File: src/logic/cmsr_map.svh
/*
 * Register map of the core module status and interrupt register bank:
 * byte addresses, field positions, reset values and bus answer codes.
 * Assumes inclusion by the package, the design files and the bench files.
 */
`ifndef CMSR_MAP_SVH
`define CMSR_MAP_SVH

// Byte addresses on the register bus
`define CMSR_OFF_POSITION   32'h1000_0010
`define CMSR_OFF_LOCK       32'h1000_0014
`define CMSR_OFF_SDRAM      32'h1000_0020
`define CMSR_OFF_IRQ_STAT   32'h1000_0040
`define CMSR_OFF_IRQ_RAW    32'h1000_0044
`define CMSR_OFF_IRQ_EN_SET 32'h1000_0048
`define CMSR_OFF_IRQ_ENCLR  32'h1000_004c
`define CMSR_OFF_SOFT_SET   32'h1000_0050
`define CMSR_OFF_SOFT_CLR   32'h1000_0054
`define CMSR_OFF_FIQ_STAT   32'h1000_0060
`define CMSR_OFF_FIQ_RAW    32'h1000_0064
`define CMSR_OFF_FIQ_EN_SET 32'h1000_0068
`define CMSR_OFF_FIQ_ENCLR  32'h1000_006c

// Module position status word
`define CMSR_STAT_SRAM_SIZE 8'h04
`define CMSR_STAT_POS_BAD   8'hff

// Oscillator write lock word
`define CMSR_LOCK_KEY       16'ha05f
`define CMSR_LOCK_KEY_RST   16'h0000
`define CMSR_LOCK_FLAG_BIT  16

// SDRAM configuration and status word
`define CMSR_SD_BANK_LSB    16
`define CMSR_SD_COL_LSB     12
`define CMSR_SD_ROW_LSB     8
`define CMSR_SD_DONE_BIT    5
`define CMSR_SD_SIZE_LSB    2
`define CMSR_SD_CAS_LSB     0
`define CMSR_SD_GEOM_RST    4'h0
`define CMSR_SD_SIZE_RST    3'h2
`define CMSR_SD_CAS_RST     2'h2

// Interrupt source positions
`define CMSR_SRC_TX         2
`define CMSR_SRC_RX         1
`define CMSR_SRC_SOFT       0

// Bus answers
`define CMSR_RESP_OKAY      2'h0
`define CMSR_RESP_SLVERR    2'h2
`define CMSR_STRB_FULL      4'hf

`endif

File: src/logic/cmsr_pkg.sv
/*
 * Types shared by the register bank: register selector, SDRAM
 * configuration carrier, bus state codes and the address decoder.
 * Assumes the map header is on the include path.
 */
package cmsr_pkg;
`include "cmsr_map.svh"

	// Which register an address selects
	typedef enum logic [3:0] {
		reg_none      = 4'b0000,
		reg_position  = 4'b0001,
		reg_lock      = 4'b0010,
		reg_sdram     = 4'b0011,
		reg_irq_stat  = 4'b0100,
		reg_irq_raw   = 4'b0101,
		reg_irq_en_set = 4'b0110,
		reg_irq_enclr = 4'b0111,
		reg_soft_set  = 4'b1000,
		reg_soft_clr  = 4'b1001,
		reg_fiq_stat  = 4'b1010,
		reg_fiq_raw   = 4'b1011,
		reg_fiq_en_set = 4'b1100,
		reg_fiq_enclr = 4'b1101
	} cmsr_reg_t;

	// Bus channel phase
	typedef enum logic {
		ph_open    = 1'b0,
		ph_respond = 1'b1
	} cmsr_phase_t;

	// SDRAM parameters handed to the memory controller
	typedef struct packed {
		logic [3:0] bank_count;
		logic [3:0] column_count;
		logic [3:0] row_count;
		logic [2:0] sdram_size;
		logic [1:0] column_access_latency;
	} cmsr_sdram_cfg_t;

	// Byte address to register selector
	function automatic cmsr_reg_t cmsr_decode(input logic [31:0] addr);
		unique case (addr)
			`CMSR_OFF_POSITION:  cmsr_decode = reg_position;
			`CMSR_OFF_LOCK:      cmsr_decode = reg_lock;
			`CMSR_OFF_SDRAM:     cmsr_decode = reg_sdram;
			`CMSR_OFF_IRQ_STAT:  cmsr_decode = reg_irq_stat;
			`CMSR_OFF_IRQ_RAW:   cmsr_decode = reg_irq_raw;
			`CMSR_OFF_IRQ_EN_SET: cmsr_decode = reg_irq_en_set;
			`CMSR_OFF_IRQ_ENCLR: cmsr_decode = reg_irq_enclr;
			`CMSR_OFF_SOFT_SET:  cmsr_decode = reg_soft_set;
			`CMSR_OFF_SOFT_CLR:  cmsr_decode = reg_soft_clr;
			`CMSR_OFF_FIQ_STAT:  cmsr_decode = reg_fiq_stat;
			`CMSR_OFF_FIQ_RAW:   cmsr_decode = reg_fiq_raw;
			`CMSR_OFF_FIQ_EN_SET: cmsr_decode = reg_fiq_en_set;
			`CMSR_OFF_FIQ_ENCLR: cmsr_decode = reg_fiq_enclr;
			default:             cmsr_decode = reg_none;
		endcase
	endfunction
endpackage

File: src/logic/cmsr_core_regs.sv
/*
 * Core module status and interrupt register bank: position status,
 * oscillator lock, SDRAM configuration and the IRQ and FIQ
 * controllers, reached over an AXI4-Lite slave port.
 * Assumes one clock, synchronous board inputs and a master that
 * issues only full-word accesses.
 */
`timescale 1ns/100ps
`include "cmsr_map.svh"

module cmsr_core_regs (
	// Clock and reset
	input  wire logic                      clk,
	input  wire logic                      resetn,
	// AXI4-Lite write address
	input  wire logic [31:0]               s_axi_awaddr,
	input  wire logic                      s_axi_awvalid,
	output logic                           s_axi_awready,
	// AXI4-Lite write data
	input  wire logic [31:0]               s_axi_wdata,
	input  wire logic [3:0]                s_axi_wstrb,
	input  wire logic                      s_axi_wvalid,
	output logic                           s_axi_wready,
	// AXI4-Lite write response
	output logic      [1:0]                s_axi_bresp,
	output logic                           s_axi_bvalid,
	input  wire logic                      s_axi_bready,
	// AXI4-Lite read address
	input  wire logic [31:0]               s_axi_araddr,
	input  wire logic                      s_axi_arvalid,
	output logic                           s_axi_arready,
	// AXI4-Lite read data
	output logic      [31:0]               s_axi_rdata,
	output logic      [1:0]                s_axi_rresp,
	output logic                           s_axi_rvalid,
	input  wire logic                      s_axi_rready,
	// Board status inputs
	input  wire logic [1:0]                stack_position,
	input  wire logic                      stack_position_valid,
	input  wire logic                      presence_copy_done,
	// Debug comms request levels
	input  wire logic                      debug_comms_transmit,
	input  wire logic                      debug_comms_receive,
	// Oscillator and SDRAM controller side
	output logic                           oscillator_unlocked,
	output logic                           mode_update,
	output cmsr_pkg::cmsr_sdram_cfg_t      sdram_cfg,
	// Processor interrupt requests
	output logic                           irq_req,
	output logic                           fiq_req
);

	// Write channel holding state
	cmsr_pkg::cmsr_phase_t wr_phase;
	logic                  aw_held;
	logic [31:0]           aw_addr;
	logic                  w_held;
	logic [31:0]           w_data;
	logic [3:0]            w_strb;
	logic                  wr_fire;
	logic                  wr_ok;
	cmsr_pkg::cmsr_reg_t   wr_sel;

	// Read channel state
	cmsr_pkg::cmsr_phase_t rd_phase;
	logic                  rd_take;
	cmsr_pkg::cmsr_reg_t   rd_sel;
	logic [31:0]           rd_word;

	// Register write strobes
	logic                  we_lock;
	logic                  we_sdram;
	logic                  we_irq_set;
	logic                  we_irq_clr;
	logic                  we_fiq_set;
	logic                  we_fiq_clr;
	logic                  we_soft_set;
	logic                  we_soft_clr;

	// Register state
	logic [15:0]           lock_key;
	logic                  locked;
	logic                  soft_int;
	logic [2:0]            raw_src;
	logic [2:0]            irq_enable;
	logic [2:0]            irq_masked;
	logic [2:0]            fiq_enable;
	logic [2:0]            fiq_masked;
	logic [7:0]            position_id;

	// Address and data channels are ready while their slot is empty and no write response is pending
	assign s_axi_awready = !aw_held && (wr_phase == cmsr_pkg::ph_open);
	assign s_axi_wready  = !w_held && (wr_phase == cmsr_pkg::ph_open);

	// Write address slot; either channel may arrive first
	always_ff @(posedge clk) begin
		if (!resetn) begin
			aw_held <= 1'b0;
			aw_addr <= 32'h0000_0000;
		end else if (s_axi_awvalid && s_axi_awready) begin
			aw_held <= 1'b1;
			aw_addr <= s_axi_awaddr;
		end else if (wr_fire) begin
			aw_held <= 1'b0;
		end
	end

	// Write data slot
	always_ff @(posedge clk) begin
		if (!resetn) begin
			w_held <= 1'b0;
			w_data <= 32'h0000_0000;
			w_strb <= 4'h0;
		end else if (s_axi_wvalid && s_axi_wready) begin
			w_held <= 1'b1;
			w_data <= s_axi_wdata;
			w_strb <= s_axi_wstrb;
		end else if (wr_fire) begin
			w_held <= 1'b0;
		end
	end

	// A write commits once both halves are held
	assign wr_fire = aw_held && w_held
		&& (wr_phase == cmsr_pkg::ph_open);
	assign wr_sel  = cmsr_pkg::cmsr_decode(aw_addr);

	// Partial strobes are refused whole rather than merged
	assign wr_ok = wr_fire && (wr_sel != cmsr_pkg::reg_none)
		&& (w_strb == `CMSR_STRB_FULL);

	// Write response phase
	always_ff @(posedge clk) begin
		if (!resetn) begin
			wr_phase     <= cmsr_pkg::ph_open;
			s_axi_bvalid <= 1'b0;
			s_axi_bresp  <= `CMSR_RESP_OKAY;
		end else begin
			unique case (wr_phase)
				cmsr_pkg::ph_open: begin
					if (wr_fire) begin
						wr_phase     <= cmsr_pkg::ph_respond;
						s_axi_bvalid <= 1'b1;
						s_axi_bresp  <= wr_ok ? `CMSR_RESP_OKAY
							: `CMSR_RESP_SLVERR;
					end
				end
				cmsr_pkg::ph_respond: begin
					if (s_axi_bready) begin
						wr_phase     <= cmsr_pkg::ph_open;
						s_axi_bvalid <= 1'b0;
					end
				end
			endcase
		end
	end

	// Per-register write strobes, one cycle each
	assign we_lock     = wr_ok && (wr_sel == cmsr_pkg::reg_lock);
	assign we_sdram    = wr_ok && (wr_sel == cmsr_pkg::reg_sdram);
	assign we_irq_set  = wr_ok && (wr_sel == cmsr_pkg::reg_irq_en_set);
	assign we_irq_clr  = wr_ok && (wr_sel == cmsr_pkg::reg_irq_enclr);
	assign we_fiq_set  = wr_ok && (wr_sel == cmsr_pkg::reg_fiq_en_set);
	assign we_fiq_clr  = wr_ok && (wr_sel == cmsr_pkg::reg_fiq_enclr);
	assign we_soft_set = wr_ok && (wr_sel == cmsr_pkg::reg_soft_set);
	assign we_soft_clr = wr_ok && (wr_sel == cmsr_pkg::reg_soft_clr);

	// Oscillator lock key and flag
	cmsr_lock_guard u_lock (
		.clk       (clk),
		.resetn    (resetn),
		.key_we    (we_lock),
		.key_wdata (w_data[15:0]),
		.lock_key  (lock_key),
		.locked    (locked)
	);

	// Writes to the oscillator settings are let through only if open
	assign oscillator_unlocked = !locked;

	// SDRAM geometry, size and latency; reserved codes are stored as
	// written since the controller owns what they mean
	always_ff @(posedge clk) begin
		if (!resetn) begin
			sdram_cfg.bank_count            <= `CMSR_SD_GEOM_RST;
			sdram_cfg.column_count          <= `CMSR_SD_GEOM_RST;
			sdram_cfg.row_count             <= `CMSR_SD_GEOM_RST;
			sdram_cfg.sdram_size            <= `CMSR_SD_SIZE_RST;
			sdram_cfg.column_access_latency <= `CMSR_SD_CAS_RST;
		end else if (we_sdram) begin
			sdram_cfg.bank_count   <=
				w_data[`CMSR_SD_BANK_LSB +: 4];
			sdram_cfg.column_count <=
				w_data[`CMSR_SD_COL_LSB +: 4];
			sdram_cfg.row_count    <=
				w_data[`CMSR_SD_ROW_LSB +: 4];
			sdram_cfg.sdram_size   <=
				w_data[`CMSR_SD_SIZE_LSB +: 3];
			sdram_cfg.column_access_latency <=
				w_data[`CMSR_SD_CAS_LSB +: 2];
		end
	end

	// Mode update pulse lines up with the new parameters on sdram_cfg
	always_ff @(posedge clk) begin
		if (!resetn) begin
			mode_update <= 1'b0;
		end else begin
			mode_update <= we_sdram;
		end
	end

	// Software interrupt bit; set and clear come from separate writes
	always_ff @(posedge clk) begin
		if (!resetn) begin
			soft_int <= 1'b0;
		end else if (we_soft_set && w_data[0]) begin
			soft_int <= 1'b1;
		end else if (we_soft_clr && w_data[0]) begin
			soft_int <= 1'b0;
		end
	end

	// Raw sources are live levels, not latched
	always_comb begin
		raw_src                 = 3'h0;
		raw_src[`CMSR_SRC_TX]   = debug_comms_transmit;
		raw_src[`CMSR_SRC_RX]   = debug_comms_receive;
		raw_src[`CMSR_SRC_SOFT] = soft_int;
	end

	// Normal interrupt controller
	cmsr_irq_ctrl u_irq (
		.clk    (clk),
		.resetn (resetn),
		.raw    (raw_src),
		.set_we (we_irq_set),
		.clr_we (we_irq_clr),
		.wbits  (w_data[2:0]),
		.enable (irq_enable),
		.masked (irq_masked),
		.req    (irq_req)
	);

	// Fast interrupt controller, independent enables
	cmsr_irq_ctrl u_fiq (
		.clk    (clk),
		.resetn (resetn),
		.raw    (raw_src),
		.set_we (we_fiq_set),
		.clr_we (we_fiq_clr),
		.wbits  (w_data[2:0]),
		.enable (fiq_enable),
		.masked (fiq_masked),
		.req    (fiq_req)
	);

	// Stack position, with a fixed marker when it cannot be trusted
	assign position_id = stack_position_valid
		? {6'h00, stack_position} : `CMSR_STAT_POS_BAD;

	// Read multiplexer; reserved bits answer zero
	always_comb begin
		rd_word = 32'h0000_0000;
		unique case (rd_sel)
			cmsr_pkg::reg_position: begin
				rd_word[7:0]   = position_id;
				rd_word[23:16] = `CMSR_STAT_SRAM_SIZE;
			end
			cmsr_pkg::reg_lock: begin
				rd_word[15:0]  = lock_key;
				rd_word[`CMSR_LOCK_FLAG_BIT] = locked;
			end
			cmsr_pkg::reg_sdram: begin
				rd_word[`CMSR_SD_BANK_LSB +: 4] = sdram_cfg.bank_count;
				rd_word[`CMSR_SD_COL_LSB +: 4]  = sdram_cfg.column_count;
				rd_word[`CMSR_SD_ROW_LSB +: 4]  = sdram_cfg.row_count;
				rd_word[`CMSR_SD_DONE_BIT] = presence_copy_done;
				rd_word[`CMSR_SD_SIZE_LSB +: 3] = sdram_cfg.sdram_size;
				rd_word[`CMSR_SD_CAS_LSB +: 2]  =
					sdram_cfg.column_access_latency;
			end
			cmsr_pkg::reg_irq_stat:  rd_word[2:0] = irq_masked;
			cmsr_pkg::reg_irq_raw:   rd_word[2:0] = raw_src;
			cmsr_pkg::reg_irq_en_set: rd_word[2:0] = irq_enable;
			cmsr_pkg::reg_soft_set:  rd_word[0]   = soft_int;
			cmsr_pkg::reg_fiq_stat:  rd_word[2:0] = fiq_masked;
			cmsr_pkg::reg_fiq_raw:   rd_word[2:0] = raw_src;
			cmsr_pkg::reg_fiq_en_set: rd_word[2:0] = fiq_enable;
			cmsr_pkg::reg_irq_enclr,
			cmsr_pkg::reg_fiq_enclr,
			cmsr_pkg::reg_soft_clr,
			cmsr_pkg::reg_none: rd_word = 32'h0000_0000;
		endcase
	end

	// One read in flight; a new address waits until data is taken
	assign s_axi_arready = (rd_phase == cmsr_pkg::ph_open);
	assign rd_take       = s_axi_arvalid && s_axi_arready;
	assign rd_sel        = cmsr_pkg::cmsr_decode(s_axi_araddr);

	// Read data is captured at the address edge so it stays stable
	// while the master stalls rready
	always_ff @(posedge clk) begin
		if (!resetn) begin
			rd_phase     <= cmsr_pkg::ph_open;
			s_axi_rvalid <= 1'b0;
			s_axi_rdata  <= 32'h0000_0000;
			s_axi_rresp  <= `CMSR_RESP_OKAY;
		end else begin
			unique case (rd_phase)
				cmsr_pkg::ph_open: begin
					if (rd_take) begin
						rd_phase     <= cmsr_pkg::ph_respond;
						s_axi_rvalid <= 1'b1;
						s_axi_rdata  <= rd_word;
						s_axi_rresp  <= (rd_sel == cmsr_pkg::reg_none)
							? `CMSR_RESP_SLVERR : `CMSR_RESP_OKAY;
					end
				end
				cmsr_pkg::ph_respond: begin
					if (s_axi_rready) begin
						rd_phase     <= cmsr_pkg::ph_open;
						s_axi_rvalid <= 1'b0;
					end
				end
			endcase
		end
	end

endmodule

File: src/logic/cmsr_irq_ctrl.sv
/*
 * One three-source interrupt controller: enable register with set
 * and clear locations, masked status and a request output.
 * Assumes set and clear writes never arrive in the same cycle.
 */
`timescale 1ns/100ps

module cmsr_irq_ctrl (
	// Clock and reset
	input  wire logic       clk,
	input  wire logic       resetn,
	// Request levels
	input  wire logic [2:0] raw,
	// Enable writes
	input  wire logic       set_we,
	input  wire logic       clr_we,
	input  wire logic [2:0] wbits,
	// State and request
	output logic      [2:0] enable,
	output logic      [2:0] masked,
	output logic            req
);

	// Enable bits: ones set or clear, zeros leave alone
	always_ff @(posedge clk) begin
		if (!resetn) begin
			enable <= 3'h0;
		end else if (set_we) begin
			enable <= enable | wbits;
		end else if (clr_we) begin
			enable <= enable & ~wbits;
		end
	end

	// Masked view of the live request levels
	assign masked = raw & enable;

	// Registered so the processor sees a glitch-free request
	always_ff @(posedge clk) begin
		if (!resetn) begin
			req <= 1'b0;
		end else begin
			req <= |masked;
		end
	end

endmodule

File: src/logic/cmsr_lock_guard.sv
/*
 * Oscillator write lock: holds the last key written and the locked
 * flag that gates writes to the oscillator settings register.
 * Assumes word writes strobed by the register bank.
 */
`timescale 1ns/100ps
`include "cmsr_map.svh"

module cmsr_lock_guard (
	// Clock and reset
	input  wire logic        clk,
	input  wire logic        resetn,
	// Key write
	input  wire logic        key_we,
	input  wire logic [15:0] key_wdata,
	// State
	output logic      [15:0] lock_key,
	output logic             locked
);

	// Key field reads back what was last written
	always_ff @(posedge clk) begin
		if (!resetn) begin
			lock_key <= `CMSR_LOCK_KEY_RST;
		end else if (key_we) begin
			lock_key <= key_wdata;
		end
	end

	// Only the exact key opens; anything else closes again
	always_ff @(posedge clk) begin
		if (!resetn) begin
			locked <= 1'b1;
		end else if (key_we) begin
			locked <= (key_wdata != `CMSR_LOCK_KEY);
		end
	end

endmodule

File: config.mk
export PLATFORM = sky130hd
export DESIGN_NAME = cmsr_core_regs
export DESIGN_NICKNAME = d
export VERILOG_FILES = /design/src/logic/cmsr_pkg.sv /design/src/logic/cmsr_core_regs.sv /design/src/logic/cmsr_irq_ctrl.sv /design/src/logic/cmsr_lock_guard.sv
export VERILOG_INCLUDE_DIRS = /design/src /design/src/logic
export SDC_FILE = /design/constraint.sdc
export NUM_CORES = 1
export LEC_CHECK = 0
export BUFFER_PORTS_ARGS = -buffer_cell sky130_fd_sc_hd__buf_2
export CORE_UTILIZATION = 45
export CTS_CLUSTER_SIZE = 30
export DETAILED_ROUTE_END_ITERATION = 7
export PLACE_DENSITY_LB_ADDON = 0.1
export SLEW_MARGIN = 15
export SYNTH_ARGS = -nofsm -noshare
export SYNTH_HDL_FRONTEND = slang
export SYNTH_SLANG_ARGS = --single-unit
File: constraint.sdc
create_clock -name clk -period 3.3 [get_ports clk]
set_clock_uncertainty 0.05 [all_clocks]
set_input_delay 0.33 -clock clk [delete_from_list [all_inputs] [get_ports clk]]
set_output_delay 0.33 -clock clk [all_outputs]
set_load 0.01 [all_outputs]
# == After elaboration in Yosys (flattened, before gate mapping) ==
# Cells that the tools add are included.
# op_classes
n_bitwise,9
eq_ne,53
mux,33
reduce_logical,38
# op_table
op,count
"== test 32 x 29 -> 1 bit, second input constant",26
case mux 4 bit (13 select lines),2
"== test 4 bit, second input constant",11
"== test 4 x 3 -> 1 bit, second input constant",6
logical AND 1 bit,19
"== test 4 x 2 -> 1 bit, second input constant",4
"!= test 16 bit, second input constant",1
case mux 2 bit (8 select lines),1
case mux 8 bit (2 select lines),1
2-to-1 mux 1 bit,13
AND 3 bit,4
2-to-1 mux 3 bit,4
case mux 1 bit (2 select lines),5
nonzero test 2 bit,5
case mux 1 bit (9 select lines),1
case mux 3 bit (3 select lines),1
OR reduction 3 bit,3
2-to-1 mux 8 bit,1
AND reduction 2 bit,4
"!= test 2 bit, second input constant",3
bitwise OR 3 bit,2
case mux 3 bit (2 select lines),1
"== test 4 x 1 -> 1 bit, second input constant",1
logical NOT 4 bit,1
9 further kinds,13
# totals
elab_cells,158
register_bits,130
out_inout_bits,62
in_bits,113

# == Longest topological paths before layout ==
# Gate-level depths: netlist of run 1.
# logic_depth
depth_word,9
depth_mapped,9
depth_no_buf,6

# == Hierarchy ==
# Synthesis of run 1 repeated with hierarchy kept, for this count alone.
# hier_totals
hier_cells,712
area_unflattened_um2,6055.8
# modules_own_cells
mod,n_inst,cells_per_inst,seq_area_each_um2,area_each_um2
cmsr_core_regs,1,619,2062.0,5026.1
cmsr_lock_guard,1,59,340.3,681.9
cmsr_irq_ctrl,2,17,80.1,173.9

# == Worst setup path after synthesis of run 1 ==
# No wires, ideal clock.
# synth_path
path_kind,input to register
start,input s_axi_araddr[7]
end,register s_axi_rdata[0]
path_slack_ns,1.181
cell_stages,7
t_required_ns,3.184
setup_ns,0.066
n_path_buf,1
arrival_time_ns,2.002
cell_sequence,or3_1 -> buf_6 -> nor3_4 -> or4b_1 -> a41o_1 -> a31o_1 -> a21oi_2
# synth_via
elab_chain_cells,5
word_cells_on_any_way,31
cone_classes,eq/ne (26); mux (2); reduce/logical (3)
# synth_lines
element,line_no,text
"start, declared",cmsr_core_regs.sv:29,"input wire logic [31:0] s_axi_araddr,"
== test 32 x 29 -> 1 bit,cmsr_pkg.sv:44,unique case (addr)
case mux 4 bit (13 select lines) *,cmsr_pkg.sv:44,
== test 4 x 3 -> 1 bit (tied with other cells),cmsr_core_regs.sv:265,unique case (rd_sel)
OR reduction 4 bit / OR reduction 3 bit (equally long branches),n/a,
case mux 1 bit (9 select lines) *,cmsr_core_regs.sv:265,
"end signal, assigned",cmsr_core_regs.sv:316,s_axi_rdata <= rd_word;
"end, declared",cmsr_core_regs.sv:33,"output logic [31:0] s_axi_rdata,"
# Mark *: on every way between the ends. The rest lies on a longest branch, timed or not.
# A chain may end at the register's enable or synchronous reset.

# == Worst setup path in the final report of run 1 ==
# layout_path
start,register aw_addr[16]
end,register sdram_cfg[7] in the netlist's numbering
# layout_via
elab_chain_cells,6
word_cells_on_any_way,19
cone_classes,eq/ne (14); mux (1); reduce/logical (4)
# layout_lines
element,line_no,text
"start, declared",cmsr_core_regs.sv:56,logic [31:0] aw_addr;
"start signal, assigned",cmsr_core_regs.sv:102,aw_addr <= s_axi_awaddr;
== test 32 x 29 -> 1 bit,cmsr_pkg.sv:44,
case mux 4 bit (13 select lines) *,cmsr_pkg.sv:44,
nonzero test 4 bit,cmsr_core_regs.sv:129,assign wr_ok = wr_fire && (wr_sel != cmsr_pkg::reg_none)
logical AND 1 bit (2 in a row),cmsr_core_regs.sv:129,
logical AND 1 bit *,cmsr_core_regs.sv:160,assign we_sdram = wr_ok && (wr_sel == cmsr_pkg::reg_sdram);
"end, declared",cmsr_core_regs.sv:47,"output cmsr_pkg::cmsr_sdram_cfg_t sdram_cfg,"
# Marks and branches as above.

==> metrics.cfg, run 1 <==
[setup_path]
cp-start-kind = flip-flop
r2r-end = sdram_cfg[7]$_SDFFE_PN0P_
worstPathMaxFanout = 18
critPathCaptureType = flip-flop
r2r-start = aw_addr[16]$_SDFFE_PN0P_
cp.arrival_ns = 2.83
reg2reg_slack_ns = 0.67
reg2regPathDepth = 6
criticalPathCategory = flip-flop to flip-flop
crit_path_start = aw_addr[16]$_SDFFE_PN0P_
required_ns = 3.50

[outcome]
outcome = finished clean

[floorplan]
dieWidth_um = 114
die_h_um = 114
core_mm2 = 0.0121
start_util_pct = 46.5
row_count = 40
ios = 175
design.die.area_mm2 = 0.0130

[routing]
detail-route-antenna-nets = 0
finalWirelength_mm = 14.8
post_drt_via_cell_ratio = 5.35
drc = 0
drtIter0Drc = 391
vias = 5265
dr.pass1.iters = 5
wire_per_inst_um = 15.0

[global_routing]
grt_start_max_net_pins = 109
grt_pass1_vias = 4933
grt_overflow = 0
grt_pass1_wl_mm = 23.8
grt_use_total_pct = 23.7
antenna_found_initial = 0

[yosys]
async_flop_share_pct = 0
ys_warn_count = 0
synthCells = 673
ys_top_cells_by_area = dfxtp_1, nand2_1, a21oi_1, mux2i_1, nor2_1
synth_area_leader_cell = dfxtp_1
synth_top_area_share_pct = 45.5
seq_area_frac_synth_pct = 45.5
synth_cell_types = 66
syn-cell-area_mm2 = 0.00564
synth_edf_count = 0
synth_ff_type = dfxtp_1
syn_avg_cell_area_um2 = 8.37
ys_ff_latch = 128

[cts]
cts_made_buffers = 17
clockBufferDepth = 2
clk_pin_slew_ns = 0.05
cts_sinks = 128
cts_setup_buffers = 0
htreeDepth = 4
cts_root_buffer = clkbuf_16
cts_tree = yes
cts_hold_buf = 0
insertion_delay_ns = 0.41
cts-resized-gates = 0

[place]
place.detailed.hpwl_mm = 10.3
globalplace.congestion = 0.848
port_buffers = 148

[layout]
postLayoutCoreUtil_pct = 57.5
antennaDiodeCount = 0
n_fill_cell = 1163
final_nets = 917
final_common_cell = buf_2
final_cell_mix = buf_2, nand2_1, dfxtp_1
drive_gt1_share_pct = 24.4
area_growth_pct = 23.6

[timing]
tightest_slew_ns = 1.12
period_needed_ns = 2.63
hold_viol = 0
finalCritPeriodShare_pct = 79.8
drv_slew = 0
finalSetupViolCount = 0
fmax_mhz = 380
fin_tns_setup_ns = 0
slew_headroom_pct = 25.6
rsz0062_at_grt = no

[hold_path]
hp-start = s_axi_wstrb[3]
min_delay_path_depth = 3
whs_endpoint = w_strb[3]$_SDFFE_PN0P_
hold_class = input pin to flip-flop

[power_and_ir_drop]
power.leakage_nw = 2.93
irDropWorstVdd_v = 0.000416
power_density_mw_per_mm2 = 550

[job]
maxCapViolations = 0

==> layer usage <==
metal	GRT usage [%]	routed length (um)	up-vias
met3	5.63	951	16
met4	9.35	196	0
met5	0	0	-
li1	-	-	2612
met2	37.8	6750	170
met1	30.9	6880	2467
==> flip-flops by register name, summed over array words and instances (netlist names), 4 cells and up, named ones only <==
register,count
aw_addr,32
w_strb,4
w_data,20
u_lock.lock_key,16
sdram_cfg,17
s_axi_rdata,20
==> worst max-delay path: stages (launching register included) <==
cell and delay (ns):
dfxtp_1 0.31, nor4_1 0.44, nand4_1 0.33, a211o_1 0.44, nand4b_4 0.53, mux2i_1 0.31, nor2_1 0.06
==> per-stage QoR <==
stage	power, mW	cell area (um2)	hold slack [ns]	setup WS [ns]	cells
after floorplan	1.89	5680	0.382	1.18	686
after global placement	2.00	6380	0.388	0.637	953
after detailed placement	2.01	6380	0.396	0.606	953
after CTS	3.86	6970	0.0878	0.693	984
after global routing	3.99	6970	0.108	0.483	984
final	3.83	6970	0.105	0.667	984
==> kinds of logic (layout without fill, tap and decap cells) <==
logic type | Yosys count | count (layout) | synth area share, %
AOI/OAI and AO/OA | 150 | 150 | 16.2
buffers and inverters | 66 | 196 | 6.22
xor gates and xnor gates | 1 | 1 | 0.155
and+or+nand+nor | 286 | 286 | 24.6
DFF | 128 | 128 | 45.5
muxes | 41 | 41 | 7.33
other | 1 | 14 | 0.0665
==> synth_stat cells (all sizes together) (2+ instances only) <==
| cell type | instances |
|---|---|
| a22oi | 9 |
| inv | 10 |
| buf | 26 |
| a211oi | 4 |
| and2 | 2 |
| nand4b | 4 |
| mux2 | 2 |
| or2 | 3 |
| a222oi | 2 |
| nand4 | 8 |
| nand2b | 8 |
| nand3b | 2 |
| a31oi | 3 |
| clkbuf | 30 |
| nor3 | 12 |
| and4 | 2 |
| o211ai | 2 |
| mux2i | 39 |
| a221oi | 6 |
| a32oi | 2 |
| a2111oi | 2 |
| o21ai | 22 |
| a21oi | 81 |
| or3 | 2 |
| nor4 | 17 |
| dfxtp | 128 |
| nand2 | 138 |
| or4 | 4 |
| o2bb2ai | 3 |
| nor2 | 54 |
| nor4b | 4 |
| nand3 | 13 |
| nor2b | 7 |
| and4b | 2 |
==> power breakdown <==
group	switching [mW]	internal, mW	total [mW]
clock network	0.650	1.20	1.85
registers	0.0453	1.61	1.65
logic	0.202	0.123	0.325
==> worst max path at each step <==
| stage | to | slack [ns] |
|---|---|---|
| finish | sdram_cfg[7]$_SDFFE_PN0P_ | 0.67 |
| global route | sdram_cfg[2]$_SDFFE_PN0P_ | 0.48 |
| CTS | sdram_cfg[7]$_SDFFE_PN0P_ | 0.69 |
| detailed placement | s_axi_rdata[0]$_SDFFE_PN0P_ | 0.61 |
| global placement | s_axi_rdata[0]$_SDFFE_PN0P_ | 0.64 |
| floorplan | s_axi_rdata[0]$_SDFFE_PN0P_ | 1.18 |
==> layout make-up <==
| class | count | area [um2] | area share, % |
|---|---|---|---|
| Multi-Input combinational cell | 492 | 2770 | 39.8 |
| Sequential cell | 128 | 2560 | 36.8 |
| Timing Repair Buffer | 155 | 793 | 11.4 |
| Clock buffer | 21 | 450 | 6.47 |
| Tap cell | 168 | 210 | 3.02 |
| Clock inverter | 10 | 138 | 1.98 |
| Inverter | 10 | 38.8 | 0.557 |
Note: power is estimated with default switching activity, not from simulation.
==> run 2, diff against run 1 <==
==> constraint.sdc (replaced) <==
create_clock -name clk -period 2.7 [get_ports clk]
set_clock_uncertainty 0.05 [all_clocks]
set_input_delay 0.27 -clock clk [delete_from_list [all_inputs] [get_ports clk]]
set_output_delay 0.27 -clock clk [all_outputs]
set_load 0.01 [all_outputs]
==> metrics.cfg, run 2 (synthesized netlist as in run 1, its figures left out) <==
[outcome]
outcome = finished clean

[place]
place.detailed.hpwl_mm = 10.3  ; +0.22%
port_buffers = 148  ; unchanged
globalplace.congestion = 0.869  ; +2.4%
post-place-cells = 959  ; +0.63%

[global_routing]
grt_pass1_wl_mm = 24.1  ; +0.90%
grt_overflow = 0  ; unchanged
grt_pass1_vias = 4880  ; -1.1%
grt_use_total_pct = 23.8  ; +0.11 points
grt_start_max_net_pins = 109  ; unchanged
antenna_found_initial = 0  ; unchanged

[power_and_ir_drop]
swShare_pct = 23.8  ; +0.39 points
power.internal_mw = 3.54  ; +21%
comb_power_share_pct = 8.6  ; about the same
power_frac_seq_pct = 43.5  ; +0.3 points
clkPwrFrac_pct = 47.9  ; -0.4 points
power.leakage_nw = 2.97  ; +1.2%
irDropWorstVdd_v = 0.000420  ; +1.1%
power_density_mw_per_mm2 = 660  ; +20%
p_switching_mw = 1.11  ; +23%

[floorplan]
row_count = 40  ; unchanged
design.die.area_mm2 = 0.0130  ; unchanged
dieWidth_um = 114  ; unchanged
ios = 175  ; unchanged
die_h_um = 114  ; unchanged
start_util_pct = 46.5  ; unchanged
core_mm2 = 0.0121  ; unchanged

[timing]
finalSetupViolCount = 0  ; unchanged
hold_viol = 0  ; unchanged
drv_slew = 0  ; unchanged
fin_tns_setup_ns = 0  ; unchanged
fmax_mhz = 423  ; +11%
rsz0062_at_grt = no
period_needed_ns = 2.37  ; -0.267 ns
slew_headroom_pct = 32.8  ; +7.2 points
tightest_slew_ns = 1.01  ; -0.110 ns
finalCritPeriodShare_pct = 87.6  ; +7.8 points

[layout]
final_cells = 990  ; +0.61%
regMostFlops = aw_addr
postLayoutCoreUtil_pct = 58.2  ; +0.64 points
final_common_cell = buf_2
reg_top3 = aw_addr: 32 flops, s_axi_rdata: 20 flops, w_data: 20 flops
drive_gt1_share_pct = 25.1  ; +0.67 points
regArea_mm2 = 0.00256  ; unchanged
area_growth_pct = 25.0
n_fill_cell = 1175  ; +1.0%
final_nets = 923  ; +0.65%
final_cell_mix = buf_2, nand2_1, dfxtp_1
multi_input_comb_area_mm2 = 0.00277  ; unchanged
largest_reg_flops = 32  ; unchanged
antennaDiodeCount = 0  ; unchanged

[routing]
drtIter0Drc = 368  ; -5.9%
post_drt_via_cell_ratio = 5.32  ; -0.59%
dr.pass1.iters = 5  ; unchanged
wire_per_inst_um = 14.8  ; -1.5%
detail-route-antenna-nets = 0  ; unchanged
drc = 0  ; unchanged
vias = 5266  ; +0.019%
finalWirelength_mm = 14.6  ; -0.88%

[cts]
clockBufferDepth = 2  ; unchanged
cts_hold_buf = 0  ; unchanged
cts_root_buffer = clkbuf_16
insertion_delay_ns = 0.41  ; about the same
cts_tree = yes
cts_sinks = 128  ; unchanged
cts_made_buffers = 17  ; unchanged
htreeDepth = 4  ; unchanged
cts-resized-gates = 0  ; unchanged
cts_setup_buffers = 0  ; unchanged
clk_pin_slew_ns = 0.05  ; about the same

[hold_path]
hold_class = input pin to flip-flop

[setup_path]
criticalPathCategory = flip-flop to flip-flop
critPathCaptureType = flip-flop
required_ns = 2.94  ; -0.56 ns
worstPathMaxFanout = 18  ; unchanged
cp.arrival_ns = 2.60  ; -0.23 ns
cp-start-kind = flip-flop

[job]
maxCapViolations = 0  ; unchanged

==> run 2: cell types whose count changed in the layout (fill, tap and decap cells not counted) <==
cell	before	now
clkbuf_1	3	2
bufinv_16	3	2
buf_12	0	3
clkinvlp_4	2	4
clkbuf_8	1	3
buf_4	7	10
clkinv_2	4	3
clkinv_4	2	1
==> run 2: final timing paths <==
path                                               start                         to  slack (ns)  cells past startpoint
worst min-delay path                    s_axi_awaddr[22]   aw_addr[22]$_SDFFE_PN0P_        0.04                      3
worst max register to register  aw_addr[24]$_SDFFE_PN0P_  sdram_cfg[3]$_SDFFE_PN1P_        0.33                      7
worst min register to register   aw_addr[7]$_SDFFE_PN0P_    aw_addr[7]$_SDFFE_PN0P_        0.40                      2
worst max-delay path            aw_addr[24]$_SDFFE_PN0P_  sdram_cfg[3]$_SDFFE_PN1P_        0.33                      7
==> run 2: worst max-delay path, cell delays in order (launching register included) <==
cell and delay (ns):
dfxtp_1 0.31, nor4_1 0.40, nand4_1 0.32, a211o_1 0.43, nand4b_4 0.20, buf_4 0.26
mux2i_1 0.20, nand2_1 0.06
==> run 2: metal layers <==
metal | global-route usage (%) | up-vias | part of all wire [%]
met3 | 6.43 | 16 | 6.7
met4 | 8.31 | 0 | 1.3
met1 | 32.2 | 2423 | 48
met5 | 0 | - | 0
li1 | - | 2627 | -
met2 | 36.4 | 200 | 44
==> run 2: metrics by stage <==
step	hold WS [ns]	area [um2]	power, mW	worst slack, ns
after global routing	0.0340	7040	4.84	0.108
after CTS	0.0280	7040	4.69	0.342
after global placement	0.391	6460	2.45	0.349
after floorplan	0.356	5680	2.31	0.585
final	0.0426	7040	4.65	0.334
after detailed placement	0.396	6460	2.46	0.355
==> run 2: cell type report <==
cell class | count | share of cell area [%]
clock buffers | 22 | 6.73
inverters | 10 | 0.551
flip-flops and latches | 128 | 36.4
clock inverters | 9 | 1.55
repair buffers | 161 | 12.4
well taps | 168 | 2.98
multi-input cells | 492 | 39.4
==> run 2: power by group through the flow <==
stage                     clock (mW)  sequential [mW]  combinational (mW)
after floorplan                    0             2.05               0.259
after global placement             0             2.06               0.390
after detailed placement           0             2.06               0.399
after CTS                       2.27             2.02               0.401
after global routing            2.36             2.03               0.452
final                           2.23             2.02               0.400
==> run 3, diff against run 2 <==
--- a/config.mk
+++ b/config.mk
@@ -6,7 +6,10 @@
 export SDC_FILE = /design/constraint.sdc
 export NUM_CORES = 1
 export LEC_CHECK = 0
+export ABC_AREA = 1
 export BUFFER_PORTS_ARGS = -buffer_cell sky130_fd_sc_hd__buf_2
+export CAP_MARGIN = 40
+export CORE_ASPECT_RATIO = 1.4
 export CORE_UTILIZATION = 45
 export CTS_CLUSTER_SIZE = 30
 export DETAILED_ROUTE_END_ITERATION = 7
==> metrics.cfg, run 3 <==
[outcome]
outcome = finished clean

[global_routing]
antenna_found_initial = 2  ; +2
grt_pass1_wl_mm = 24.6  ; +2.1%
grt_pass1_vias = 5224  ; +7.0%
grt_overflow = 0  ; unchanged
grt_start_max_net_pins = 84  ; -23%
grt_use_total_pct = 21.9  ; -1.9 points

[hold_path]
min_delay_path_depth = 3  ; unchanged
whs_endpoint = aw_addr[26]$_SDFFE_PN0P_
hp-start = s_axi_awaddr[26]
hold_class = input pin to flip-flop

[yosys]
yosysMostFrequentCell = nor2_1
ys_top_cells_by_area = dfxtp_1, nor2_1, nand2_1, o21ai_0, nand3_1
async_flop_share_pct = 0  ; unchanged
synth_area_leader_cell = dfxtp_1
ys_ff_latch = 128  ; unchanged
synth_edf_count = 0  ; unchanged
syn-cell-area_mm2 = 0.00615  ; +9.2%
synthCells = 887  ; +32%
seq_area_frac_synth_pct = 41.6  ; -3.8 points
synth_top_area_share_pct = 41.6  ; -3.8 points
syn_avg_cell_area_um2 = 6.94  ; -17%
ys_warn_count = 0  ; unchanged
synthTopCellsByCount = nor2_1, dfxtp_1, nand2_1
synth_ff_type = dfxtp_1
synth_cell_types = 42  ; -36%

[setup_path]
r2r-start = aw_addr[30]$_SDFFE_PN0P_
critPathCaptureType = flip-flop
required_ns = 3.01  ; +0.07 ns
criticalPathCategory = flip-flop to flip-flop
worstPathMaxFanout = 35  ; +17
cp-start-kind = flip-flop
cp.arrival_ns = 2.56  ; -0.04 ns
reg2reg_slack_ns = 0.45  ; +0.12 ns
r2r-end = sdram_cfg[5]$_SDFFE_PN0P_
crit_path_start = aw_addr[30]$_SDFFE_PN0P_
reg2regPathDepth = 14  ; +7

[timing]
period_needed_ns = 2.25  ; -0.119 ns
hold_viol = 0  ; unchanged
drv_slew = 0  ; unchanged
fin_tns_setup_ns = 0  ; unchanged
fmax_mhz = 445  ; +5.3%
tightest_slew_ns = 0.713  ; -0.292 ns
finalHoldWorstSlack_ns = 0.0518  ; +0.00921 ns
finalSetupViolCount = 0  ; unchanged
slew_headroom_pct = 52.4  ; +20 points
rsz0062_at_grt = no
finalCritPeriodShare_pct = 83.2  ; -4.4 points

[cts]
cts_tree = yes
cts-resized-gates = 0  ; unchanged
cts_hold_buf = 0  ; unchanged
cts_setup_buffers = 0  ; unchanged
cts_root_buffer = clkbuf_16
insertion_delay_ns = 0.41  ; about the same
htreeDepth = 4  ; unchanged
clk_pin_slew_ns = 0.06  ; about the same
cts_sinks = 128  ; unchanged
clockBufferDepth = 2  ; unchanged
cts_made_buffers = 17  ; unchanged

[layout]
regMostFlops = aw_addr
n_fill_cell = 1393  ; +19%
antennaDiodeCount = 0  ; unchanged
reg_top3 = aw_addr: 32 flops, s_axi_rdata: 20 flops, w_data: 20 flops
drive_gt1_share_pct = 22.6  ; -2.4 points
area_growth_pct = 22.9
largest_reg_flops = 32  ; unchanged
final_nets = 1138  ; +23%
final_cell_mix = nor2_1, buf_2, dfxtp_1
postLayoutCoreUtil_pct = 56.5  ; -1.7 points
final_common_cell = nor2_1

[floorplan]
core_mm2 = 0.0134  ; +11%
design.die.area_mm2 = 0.0142  ; +9.1%
dieWidth_um = 101  ; -11%
start_util_pct = 46.0  ; -0.57 points
die_h_um = 140  ; +23%
ios = 175  ; unchanged
row_count = 50  ; +25%

[routing]
wire_per_inst_um = 12.3  ; -17%
post_drt_via_cell_ratio = 4.84  ; -9.0%
drc = 0  ; unchanged
finalWirelength_mm = 15.0  ; +2.1%
vias = 5903  ; +12%
dr.pass1.iters = 4  ; -1
drtIter0Drc = 182  ; -51%
detail-route-antenna-nets = 0  ; unchanged

[power_and_ir_drop]
power_density_mw_per_mm2 = 630  ; -4.6%
irDropWorstVdd_v = 0.000576  ; +37%
power.leakage_nw = 3.43  ; +16%

[place]
port_buffers = 148  ; unchanged
place.detailed.hpwl_mm = 10.8  ; +4.7%
globalplace.congestion = 0.862  ; -0.81%

[job]
maxCapViolations = 0  ; unchanged

## run 3: worst max-delay path by stage
| stage | end | slack [ns] | cells past startpoint |
|---|---|---|---|
| 2_1_floorplan | sdram_cfg[0]$_SDFFE_PN0P_ | 0.94 | 14 |
| 3_3_place_gp | sdram_cfg[5]$_SDFFE_PN0P_ | 0.50 | 14 |
| 3_5_place_dp | sdram_cfg[0]$_SDFFE_PN0P_ | 0.47 | 14 |
| 4_1_cts | sdram_cfg[7]$_SDFFE_PN0P_ | 0.44 | 14 |
| 5_1_grt | sdram_cfg[0]$_SDFFE_PN0P_ | 0.24 | 15 |
| 6_report | sdram_cfg[5]$_SDFFE_PN0P_ | 0.45 | 14 |
## run 3: per-stage QoR
| stage | instance area (um2) | worst slack (ns) | power (mW) | instances |
|---|---|---|---|---|
| floorplan | 6200 | 0.942 | 2.39 | 900 |
| global placement | 6970 | 0.501 | 2.53 | 1188 |
| detailed placement | 6970 | 0.471 | 2.53 | 1188 |
| CTS | 7560 | 0.438 | 4.81 | 1220 |
| global route | 7560 | 0.245 | 4.98 | 1220 |
| finish | 7560 | 0.453 | 4.76 | 1220 |
## run 3: layout make-up
type                            count  area (um2)  area share [%]
Sequential cell                   128        2560            33.9
Timing Repair Buffer              158         816            10.8
Tap cell                          182         228            3.01
Clock inverter                     13         151            2.00
Inverter                           86         330            4.37
Multi-Input combinational cell    634        3030            40.1
Clock buffer                       19         443            5.86
## run 3: logic make-up (layout without fill, tap and decap cells)
kind of cell,count (synthesis),in the layout,synth area share (%)
buf+inv,138,276,9.84
simple gates,420,420,30.1
compound gates,200,200,18.4
other cells,1,14,0.0609
flops,128,128,41.6
## run 3: critical path, cell delays in order, from the launching register on
cell	delay (ns)
dfxtp_1	0.31
nor2_1	0.15
nand2_1	0.08
nor2_2	0.11
nand3b_1	0.17
nor2_1	0.15
nand2_1	0.07
nand2_1	0.07
nor2_1	0.06
inv_2	0.06
nand2_2	0.06
clkinv_4	0.06
nand3_4	0.35
a21oi_1	0.27
o21a_1	0.13
## run 3: metal layers
metal	track usage, %	part of all wire [%]
met5	0	0.17
met4	7.17	1.7
met3	6.24	6.5
met2	35.5	47
met1	27.7	45
## run 3: power by group
part | leakage (nW) | internal (mW) | switching (mW)
Clock | 0.283 | 1.40 | 0.872
Sequential | 1.05 | 1.98 | 0.0607
Combinational | 2.10 | 0.164 | 0.290
